==> src/core/iorg_defs.svh <==
// Constants for the inertial output register bank
`ifndef IORG_DEFS_SVH
`define IORG_DEFS_SVH

`define IORG_WORD_W 16
`define IORG_AXES 6
`define IORG_AXIS_W 3
`define IORG_GYRO_AXES 3'h3
`define IORG_CNT_W 4
`define IORG_CNT_ZERO 4'h0
`define IORG_CNT_LAST 4'hf
`define IORG_CMD_WR_BIT 15
`define IORG_ADDR_MSB 14
`define IORG_ADDR_LSB 8
`define IORG_RESP_RST 16'h0000
`define IORG_BANK_RST 32'h0000_0000
`define IORG_FIRST_WORD 6'h02

`define IORG_X_RATE_FINE_ADDR 7'h04
`define IORG_X_RATE_COARSE_ADDR 7'h06
`define IORG_Y_RATE_FINE_ADDR 7'h08
`define IORG_Y_RATE_COARSE_ADDR 7'h0a
`define IORG_Z_RATE_FINE_ADDR 7'h0c
`define IORG_Z_RATE_COARSE_ADDR 7'h0e
`define IORG_X_ACCEL_FINE_ADDR 7'h10
`define IORG_X_ACCEL_COARSE_ADDR 7'h12
`define IORG_Y_ACCEL_FINE_ADDR 7'h14
`define IORG_Y_ACCEL_COARSE_ADDR 7'h16
`define IORG_Z_ACCEL_FINE_ADDR 7'h18
`define IORG_FIRST_ADDR 7'h04
`define IORG_LAST_ADDR 7'h19

`endif

==> src/core/iorg_pkg.sv <==
// Types for the inertial output register bank
`include "iorg_defs.svh"
package iorg_pkg;
  typedef enum logic [1:0] {
    IORG_IDLE = 2'b01,
    IORG_SHIFT = 2'b10
  } iorg_state_e;
  typedef logic [`IORG_WORD_W-1:0] iorg_word_t;
  typedef logic [`IORG_AXES-1:0][2*`IORG_WORD_W-1:0] iorg_bank_t;
endpackage : iorg_pkg

==> src/core/iorg_snap.sv <==
// Sample bank with per-axis partner-word latch
`timescale 1ns/100ps
`include "iorg_defs.svh"
module iorg_snap import iorg_pkg::*; #(
  parameter int AXES = `IORG_AXES,
  parameter int W = `IORG_WORD_W,
  parameter int AW = `IORG_AXIS_W
) (
  input wire logic clk_in,
  input wire logic sys_rst_in,
  input wire logic sample_valid_in,
  input wire logic [AXES-1:0][2*W-1:0] sample_in,
  input wire logic rd_stb_in,
  input wire logic [AW-1:0] rd_axis_in,
  input wire logic rd_coarse_in,
  output logic [W-1:0] rd_word_out,
  output logic partner_hit_out,
  output logic [AXES-1:0][2*W-1:0] bank_out
);
  logic [AXES-1:0][2*W-1:0] bank_reg;
  logic [AXES-1:0][W-1:0] partner_reg;
  logic [AXES-1:0] armed_reg;
  logic [AXES-1:0] armed_coarse_reg;
  logic [AXES-1:0] hit_vec;
  logic [AXES-1:0] sel_vec;

  genvar g;
  generate
    for (g = 0; g < AXES; g++) begin : g_axis
      assign sel_vec[g] = rd_stb_in && (rd_axis_in == AW'(g));
      assign hit_vec[g] = armed_reg[g] && (armed_coarse_reg[g] != rd_coarse_in);

      // Whole 32-bit result of one update lands at once
      always_ff @(posedge clk_in or posedge sys_rst_in) begin
        if (sys_rst_in) begin
          bank_reg[g] <= `IORG_BANK_RST;
        end else if (sample_valid_in) begin
          bank_reg[g] <= sample_in[g];
        end
      end

      // First half read keeps the other half of the same update
      always_ff @(posedge clk_in or posedge sys_rst_in) begin
        if (sys_rst_in) begin
          armed_reg[g] <= 1'b0;
          armed_coarse_reg[g] <= 1'b0;
          partner_reg[g] <= '0;
        end else if (sel_vec[g]) begin
          if (hit_vec[g]) begin
            armed_reg[g] <= 1'b0;
          end else begin
            armed_reg[g] <= 1'b1;
            armed_coarse_reg[g] <= rd_coarse_in;
            partner_reg[g] <= rd_coarse_in ? bank_reg[g][W-1:0] : bank_reg[g][2*W-1:W];
          end
        end
      end
    end
  endgenerate

  always_comb begin
    rd_word_out = '0;
    partner_hit_out = 1'b0;
    for (int i = 0; i < AXES; i++) begin
      if (rd_axis_in == AW'(i)) begin
        partner_hit_out = hit_vec[i];
        if (hit_vec[i]) begin
          rd_word_out = partner_reg[i];
        end else if (rd_coarse_in) begin
          rd_word_out = bank_reg[i][2*W-1:W];
        end else begin
          rd_word_out = bank_reg[i][W-1:0];
        end
      end
    end
  end

  assign bank_out = bank_reg;
endmodule : iorg_snap

==> src/core/iorg_top.sv <==
// Serial-port output register bank for rate and acceleration results
// Operation
// - x rate fine word at 0x04
// - x rate coarse word at 0x06
// - y rate fine word at 0x08
// - y rate coarse word at 0x0a
// - z rate fine word at 0x0c
// - z rate coarse word at 0x0e
// - rate coarse over fine forms 32 bits
// - x and y accel coarse over fine form 32 bits; z accel coarse is not mapped
// - x accel fine word at 0x10
// - x accel coarse word at 0x12
// - y accel fine word at 0x14
// - y accel coarse word at 0x16
// - z accel fine word at 0x18
`timescale 1ns/100ps
`include "iorg_defs.svh"
module iorg_top import iorg_pkg::*; #(
  parameter int W = `IORG_WORD_W
) (
  input wire logic clk_in,
  input wire logic sys_rst_in,
  input wire logic sample_valid_in,
  input wire logic [2*W-1:0] x_rate_in,
  input wire logic [2*W-1:0] y_rate_in,
  input wire logic [2*W-1:0] z_rate_in,
  input wire logic [2*W-1:0] x_accel_in,
  input wire logic [2*W-1:0] y_accel_in,
  input wire logic [2*W-1:0] z_accel_in,
  input wire logic spi_sclk_in,
  input wire logic spi_cs_n_in,
  input wire logic spi_mosi_in,
  output logic spi_miso_out,
  output logic spi_miso_oe_out,
  output logic frame_err_out
);
  iorg_state_e state_reg;
  logic sclk_d_reg;
  logic [`IORG_CNT_W-1:0] bit_cnt_reg;
  logic [W-1:0] rx_reg;
  logic [W-1:0] tx_reg;
  logic [W-1:0] resp_reg;
  logic sclk_rise;
  logic sclk_fall;
  logic active;
  logic cmd_done;
  logic [W-1:0] cmd_word;
  logic cmd_wr;
  logic [6:0] cmd_addr;
  logic [6:0] word_addr;
  logic [5:0] rd_idx;
  logic [`IORG_AXIS_W-1:0] rd_axis;
  logic rd_coarse;
  logic mapped;
  logic rd_stb;
  logic [W-1:0] rd_word;
  logic partner_hit;
  iorg_bank_t sample_bus;
  iorg_bank_t bank_w;

  assign sclk_rise = spi_sclk_in && !sclk_d_reg;
  assign sclk_fall = !spi_sclk_in && sclk_d_reg;
  assign active = (state_reg == IORG_SHIFT) && !spi_cs_n_in;
  assign cmd_done = active && sclk_rise && (bit_cnt_reg == `IORG_CNT_LAST);
  assign cmd_word = {rx_reg[W-2:0], spi_mosi_in};
  assign cmd_wr = cmd_word[`IORG_CMD_WR_BIT];
  assign cmd_addr = cmd_word[`IORG_ADDR_MSB:`IORG_ADDR_LSB];
  assign word_addr = {cmd_addr[6:1], 1'b0};
  assign rd_idx = cmd_addr[6:1] - `IORG_FIRST_WORD;
  assign rd_axis = rd_idx[3:1];
  assign rd_coarse = rd_idx[0];
  assign mapped = (cmd_addr >= `IORG_FIRST_ADDR) && (cmd_addr <= `IORG_LAST_ADDR);
  assign rd_stb = cmd_done && !cmd_wr && mapped;
  assign sample_bus = {z_accel_in, y_accel_in, x_accel_in, z_rate_in, y_rate_in, x_rate_in};

  iorg_snap #(
    .AXES(`IORG_AXES),
    .W(W),
    .AW(`IORG_AXIS_W)
  ) u_snap (
    .clk_in(clk_in),
    .sys_rst_in(sys_rst_in),
    .sample_valid_in(sample_valid_in),
    .sample_in(sample_bus),
    .rd_stb_in(rd_stb),
    .rd_axis_in(rd_axis),
    .rd_coarse_in(rd_coarse),
    .rd_word_out(rd_word),
    .partner_hit_out(partner_hit),
    .bank_out(bank_w)
  );

  // Frame state follows chip select
  always_ff @(posedge clk_in or posedge sys_rst_in) begin
    if (sys_rst_in) begin
      state_reg <= IORG_IDLE;
    end else begin
      unique case (state_reg)
        IORG_IDLE: begin
          if (!spi_cs_n_in) begin
            state_reg <= IORG_SHIFT;
          end
        end
        IORG_SHIFT: begin
          if (spi_cs_n_in) begin
            state_reg <= IORG_IDLE;
          end
        end
      endcase
    end
  end

  // Serial clock edge history
  always_ff @(posedge clk_in or posedge sys_rst_in) begin
    if (sys_rst_in) begin
      sclk_d_reg <= 1'b1;
    end else begin
      sclk_d_reg <= spi_sclk_in;
    end
  end

  // Receive shift and bit count on rising edges
  always_ff @(posedge clk_in or posedge sys_rst_in) begin
    if (sys_rst_in) begin
      bit_cnt_reg <= `IORG_CNT_ZERO;
      rx_reg <= `IORG_RESP_RST;
    end else if (!active) begin
      bit_cnt_reg <= `IORG_CNT_ZERO;
    end else if (sclk_rise) begin
      bit_cnt_reg <= bit_cnt_reg + 1'b1;
      rx_reg <= cmd_word;
    end
  end

  // Read answer is fetched at end of word, sent in the next word
  always_ff @(posedge clk_in or posedge sys_rst_in) begin
    if (sys_rst_in) begin
      resp_reg <= `IORG_RESP_RST;
    end else if (cmd_done) begin
      if (rd_stb) begin
        resp_reg <= rd_word;
      end else begin
        resp_reg <= `IORG_RESP_RST;
      end
    end
  end

  // Transmit shift on falling edges
  always_ff @(posedge clk_in or posedge sys_rst_in) begin
    if (sys_rst_in) begin
      tx_reg <= `IORG_RESP_RST;
      spi_miso_out <= 1'b0;
    end else if (active && sclk_fall) begin
      if (bit_cnt_reg == `IORG_CNT_ZERO) begin
        spi_miso_out <= resp_reg[W-1];
        tx_reg <= {resp_reg[W-2:0], 1'b0};
      end else begin
        spi_miso_out <= tx_reg[W-1];
        tx_reg <= {tx_reg[W-2:0], 1'b0};
      end
    end
  end

  // Output driven only while selected
  always_ff @(posedge clk_in or posedge sys_rst_in) begin
    if (sys_rst_in) begin
      spi_miso_oe_out <= 1'b0;
    end else begin
      spi_miso_oe_out <= !spi_cs_n_in;
    end
  end

  // Frame ending off a word boundary is flagged until a clean frame ends
  always_ff @(posedge clk_in or posedge sys_rst_in) begin
    if (sys_rst_in) begin
      frame_err_out <= 1'b0;
    end else if ((state_reg == IORG_SHIFT) && spi_cs_n_in) begin
      frame_err_out <= (bit_cnt_reg != `IORG_CNT_ZERO);
    end
  end

  // Checking aids
  logic [`IORG_AXIS_W-1:0] last_axis_reg;
  logic [2*W-1:0] pair_exp_reg;
  logic [W-1:0] exp_half;
  logic upd_since_reg;

  always_ff @(posedge clk_in or posedge sys_rst_in) begin
    if (sys_rst_in) begin
      last_axis_reg <= '0;
      pair_exp_reg <= `IORG_BANK_RST;
    end else if (rd_stb && !partner_hit) begin
      last_axis_reg <= rd_axis;
      pair_exp_reg <= bank_w[rd_axis];
    end
  end

  // New update seen since the last first-half read
  always_ff @(posedge clk_in or posedge sys_rst_in) begin
    if (sys_rst_in) begin
      upd_since_reg <= 1'b0;
    end else if (sample_valid_in) begin
      upd_since_reg <= 1'b1;
    end else if (rd_stb && !partner_hit) begin
      upd_since_reg <= 1'b0;
    end
  end

  assign exp_half = rd_coarse ? pair_exp_reg[2*W-1:W] : pair_exp_reg[W-1:0];
endmodule : iorg_top

==> config.mk <==
export PLATFORM = sky130hd
export DESIGN_NAME = iorg_top
export DESIGN_NICKNAME = d
export VERILOG_FILES = /design/src/core/iorg_pkg.sv /design/src/core/iorg_snap.sv /design/src/core/iorg_top.sv
export VERILOG_INCLUDE_DIRS = /design/src /design/src/core
export SDC_FILE = /design/constraint.sdc
export NUM_CORES = 1
export LEC_CHECK = 0
export ABC_AREA = 1
export BUFFER_PORTS_ARGS = -buffer_cell sky130_fd_sc_hd__buf_2
export CORE_ASPECT_RATIO = 1.25
export CORE_UTILIZATION = 40
export CTS_CLUSTER_SIZE = 14
export DETAILED_ROUTE_END_ITERATION = 16
export SLEW_MARGIN = 10
export SYNTH_ARGS = -nofsm -noshare
export SYNTH_HDL_FRONTEND = slang
export SYNTH_HIERARCHICAL = 1
export SYNTH_SLANG_ARGS = --single-unit
==> constraint.sdc <==
create_clock -name clk_in -period 11.9 [get_ports clk_in]
set_clock_uncertainty 0.2 [all_clocks]
set_input_delay 0.595 -clock clk_in [delete_from_list [all_inputs] [get_ports clk_in]]
set_output_delay 0.595 -clock clk_in [all_outputs]
set_load 0.01 [all_outputs]
* After elaboration in Yosys (flattened, before gate mapping)
Cells that the tools add are included.
** Word-level totals
- Bits in registers :: 357
- Logic and storage cells :: 135
- Output and inout port bits :: 3
- Input port bits :: 198
** Operators by class
- Muxes and demuxes :: 38
- Magnitude comparators :: 2
- Add/subtract/negate cells :: 2
- Bitwise gates (word level) :: 6
- Eq/ne operators :: 17
- Reductions and logical operators :: 37
** Operators by type and width (count)
- $mux 16 :: 26
- $logic_and 1x1->1 :: 22
- $reduce_and 2->1 :: 8
- $mux 4 :: 2
- $ge 7x3->1 const B :: 1
- $le 7x5->1 const B :: 1
- $mux 1 :: 7
- $eq 3x2->1 const B :: 2
- $eq 3x3->1 const B :: 2
- $ne 1x1->1 :: 6
- $ne 2x2->1 const B :: 3
- $not 1->1 :: 6
- $add 4x1->4 const B :: 1
- $eq 4x4->1 const B :: 1
- $logic_not 1->1 :: 4
- $logic_not 4->1 :: 1
- $mux 2 :: 2
- $pmux 2 s2 :: 1
- $reduce_bool 4->1 :: 1
- $sub 4x2->4 const B :: 1
- $eq 3x1->1 const B :: 1
- $logic_not 3->1 :: 1
- $eq 2x1->1 const B :: 1
- $eq 2x2->1 const B :: 1

* Logic depth before layout (Yosys ltp)
- Depth after elaboration :: 11
- Depth in mapped cells :: 14
- Gate-level depth less buffers :: 12

* Modules after synthesis
Netlist, hierarchy kept.
** Modules (own cells, without submodules)
- iorg_snap :: times used 1, seq. area each 7507.2 um^2, cells an instance 1782, area each 15213.3 um^2
- iorg_top :: times used 1, seq. area each 1403.8 um^2, cells an instance 309, area each 2549.9 um^2

* Least setup slack after synthesis
OpenSTA, ideal clock, no wires.
- Kind :: input -> register
- Start :: input port spi_sclk_in
- End :: register u_snap/partner_reg[16] in the netlist's numbering
- Data required time :: 11.570 ns
- Library setup time :: 0.130 ns
- Data arrival time :: 2.131 ns
- Path slack :: 9.439 ns
- Cell stages on the path :: 12
- Cells stage by stage :: inv_1 -> nor2_2 -> nand3_4 -> buf_2 -> nor2_1 -> inv_1 -> clkbuf_1 -> nor2_1 -> nand2_1 -> inv_1 -> clkbuf_1 -> o21ai_0
** On the way
- Word-level cells in the longest chain between the ends :: 7
** RTL lines
- from (decl) :: RTL line iorg_top.sv:30 : input wire logic spi_sclk_in,
- $logic_and 1x1->1 :: RTL line iorg_top.sv:61 : assign sclk_rise = spi_sclk_in && !sclk_d_reg;
- $logic_and 1x1->1 (2 in series) :: RTL line iorg_top.sv:64 : assign cmd_done = active && sclk_rise && (bit_cnt_reg == `IORG_CNT_LAST);
- $logic_and 1x1->1 (2 in series) :: RTL line iorg_top.sv:73 : assign rd_stb = cmd_done && !cmd_wr && mapped;
- named net rd_stb :: RTL line iorg_top.sv:55 : logic rd_stb;
- $logic_and 1x1->1 :: RTL line iorg_snap.sv:30 : assign sel_vec[g] = rd_stb_in && (rd_axis_in == AW'(g));
- $reduce_and 2->1 (no line)
- to (signal, indexed assignment) :: RTL line iorg_snap.sv:54 : partner_reg[g] <= rd_coarse_in ? bank_reg[g][W-1:0] : bank_reg[g][2*W-1:W];
- to (decl) :: RTL line iorg_snap.sv:21 : logic [AXES-1:0][W-1:0] partner_reg;
The timed path passes the listed nets, and every way through them passes these cells.
A chain may end at the register's enable or synchronous reset.

* Worst setup path after layout
- Start :: register rx_reg[8]
- End :: register u_snap/partner_reg[18] in the netlist's numbering
** On the way
- Word-level cells in the longest chain between the ends :: 5
- Elaborated cells between the ends (all ways) :: 12
- Classes of those cells :: add/sub: 1; order compare: 2; eq/ne: 2; mux: 1; bitwise: 1; reduce/logical: 5
** RTL lines
- from (decl) :: RTL line iorg_top.sv:40 : logic [W-1:0] rx_reg;
- from (signal assigned) :: RTL line iorg_top.sv:126 : rx_reg <= `IORG_RESP_RST;
- from (signal assigned) :: RTL line iorg_top.sv:131 : rx_reg <= cmd_word;
- $ge 7x3->1 (no line) (tied with other cells)
- $logic_and 1x1->1 or $ne 1x1->1 (tied branches) :: RTL line iorg_top.sv:72, iorg_snap.sv:31
- $logic_and 1x1->1, on equally long branches :: RTL line iorg_top.sv:73, iorg_snap.sv:31
- $logic_and 1x1->1 or $not 1->1 (tied branches)
- $reduce_and 2->1 (no line)
Several ways; a longest one is shown, not always the timed one.

==> results.sh <==
export IMPL_htreeDepth=2
export IMPL_cts_num_sinks=356
export IMPL_setup_viol=0
export IMPL_start_kind="flip-flop"
export IMPL_vias_per_cell=5.231
export IMPL_rows=85
export IMPL_cp_slowest_cell="buf_4"
export IMPL_clk_pin_slew_ns=0.06
export IMPL_layout_setup_ws_ns=7.298
export IMPL_crit_family="buffers and inverters"
export IMPL_fp_dieW_um=190.3
export IMPL_status="finished, final reports clean"
export IMPL_seq_area_mm2=0.008915
export IMPL_port_buffers=200
export IMPL_rsz0062_at_grt="no"
export IMPL_yosys_warnings=6
export IMPL_numCtsBuffers=40
export IMPL_finalCritPeriodShare=0.3867
export IMPL_die_area_mm2=0.04516
export IMPL_cp_arrival_ns=4.87
export IMPL_area_growth_pct=13.81
export IMPL_syn_instance_count=2084
export IMPL_crit_required_ns=12.17
export IMPL_cts_buffer_depth=3
export IMPL_cts_resized=0
export IMPL_cts_setup_buffers=0
export IMPL_antenna_found_initial=2
export IMPL_globalplace_congestion=0.9194
export IMPL_n_fill_cell=4270
export IMPL_power_mw=3.734
export IMPL_vias=14620
export IMPL_drcViolationCount=0
export IMPL_crit_type="reg -> reg"
export IMPL_grt_max_degree=181
export IMPL_hold_buffers=1
export IMPL_grt_pass1_wl_um=77400
export IMPL_hold_viol_final=0
export IMPL_worstPathCellList="buf_4 -> buf_4 -> nand2_2 -> nand3_4 -> nand2_1 -> inv_1 -> o211ai_1 -> o21ai_0"
export IMPL_hpwl_um=34010
export IMPL_powerDensity_mw_per_mm2=185.1
export IMPL_fin_crit_ns=4.602
export IMPL_core_mm2=0.04339
export IMPL_max_freq_mhz=217.3
export IMPL_max_slew_margin=0.2385
export IMPL_tritoncts="done"
export IMPL_crit_top_cell="buf_4"
export IMPL_drt_iter0_markers=1063
export IMPL_reg2regPathDepth=8
export IMPL_critPathBufInv=3
export IMPL_worst_slew_pin_slew_ns=1.142
export IMPL_ios=201
export IMPL_clk_latency_ns=0.57
export IMPL_max_cap_violations=0
export IMPL_multi_input_area_mm2=0.007295
export IMPL_start_util=0.4085
export IMPL_gr_usage_all_layers=0.2201
export IMPL_fin_area_mm2=0.02017
export IMPL_cts_root_buf="clkbuf_16"
export IMPL_final_layout_size_suffix_gt1_frac=0.1831
export IMPL_largest_reg_flops=192
export IMPL_p_leak_nw=9.985
export IMPL_chipHeight_um=237.4
export IMPL_syn_avg_cell_area_um2=8.505
export IMPL_setup_tns_ns=0
export IMPL_fin_nets=2399
export IMPL_critPathMaxStageDelay_ns=0.91
export IMPL_syn_nets=2287
export IMPL_pre_cts_slack_ns=7.361
export IMPL_post_route_util=0.4649
export IMPL_end_kind="flip-flop"
export IMPL_overflow=0
export IMPL_ant_nets=0
export IMPL_first_pass_iters=6
export IMPL_wire_per_inst_um=17.54
export IMPL_grt_pass1_vias=14070
export IMPL_vdd_drop_max_uv=127.0
export IMPL_cp_max_fo=124
export IMPL_crit_cells=8
export IMPL_syn_cell_area_mm2=0.01772
export IMPL_placed_area_mm2=0.01878
export IMPL_wirelength_um=49020
export IMPL_report_final_slew_viol_count=0
export IMPL_hold_class="in -> async"
[report_power, final]
group	internal [mW]	switching [mW]	total [mW]	leakage, nW
clock	0.776	0.515	1.29	0.681
sequential	1.30	0.0908	1.39	4.24
combinational	0.308	0.742	1.05	5.06
[cell type report]
type / instances / share of cell area
antenna: 1 / 0.0001240
clock buffer: 61 / 0.06060
clock inverter: 13 / 0.007815
inverter: 207 / 0.03907
multi-input combinational: 1383 / 0.3616
sequential: 356 / 0.4419
tap: 565 / 0.03504
timing repair buffer: 208 / 0.05384
[cells in the final DEF, fill, tap and decap left out, drive strengths merged]
master and count:
nand3 103, buf 207, xor2 1, clkinvlp 1, a21oi 74, nor3 1
mux2 96, diode 1, inv 204, o211ai 116, ha 5, nand2 542
clkbuf 61, a31oi 40, nor2 156, nand4 65, bufinv 3, dfrtp 354
or2 2, dlygate4sd3 1, o21ai 182, dfstp 2, clkinv 12
[worst reg2reg max path, stage by stage, from the launching register on]
cell      delay, ns
dfrtp_4        0.81
buf_4          0.61
buf_4          0.95
nand2_2        0.48
nand3_4        0.36
nand2_1        0.15
inv_1          0.63
o211ai_1       0.19
o21ai_0        0.12
[stage by stage]
step / std cells / hold slack, ns
final: 2794 / 0.001882
after global routing: 2793 / 0.03059
after CTS: 2793 / 0.006636
after detailed placement: 2718 / 0.2660
after global placement: 2718 / 0.2622
after floorplan: 2084 / 0.2492
[path summary, 6_finish.rpt]
kind                            slack [ns]    startpoint                      to
worst max-delay path                  7.30     rx_reg[8]  u_snap/partner_reg[18]
worst min-delay path                 0.002    sys_rst_in  u_snap/partner_reg[82]
worst max register to register        7.30     rx_reg[8]  u_snap/partner_reg[18]
worst min register to register        0.28  spi_miso_out            spi_miso_out
max in group asynchronous             9.89    sys_rst_in     u_snap/bank_out[15]
min in group clk_in                   0.03  y_rate_in[0]     u_snap/bank_out[32]
[per-layer routing]
metal / vias to the layer above / part of all wire / global-route usage
met3: 98 / 0.058 / 0.03809
met1: 6943 / 0.43 / 0.2921
met2: 443 / 0.47 / 0.3506
met5: - / 0 / 0
li1: 7131 / - / -
met4: 0 / 0.040 / 0.09867
Power figures use the tool's default switching activity.
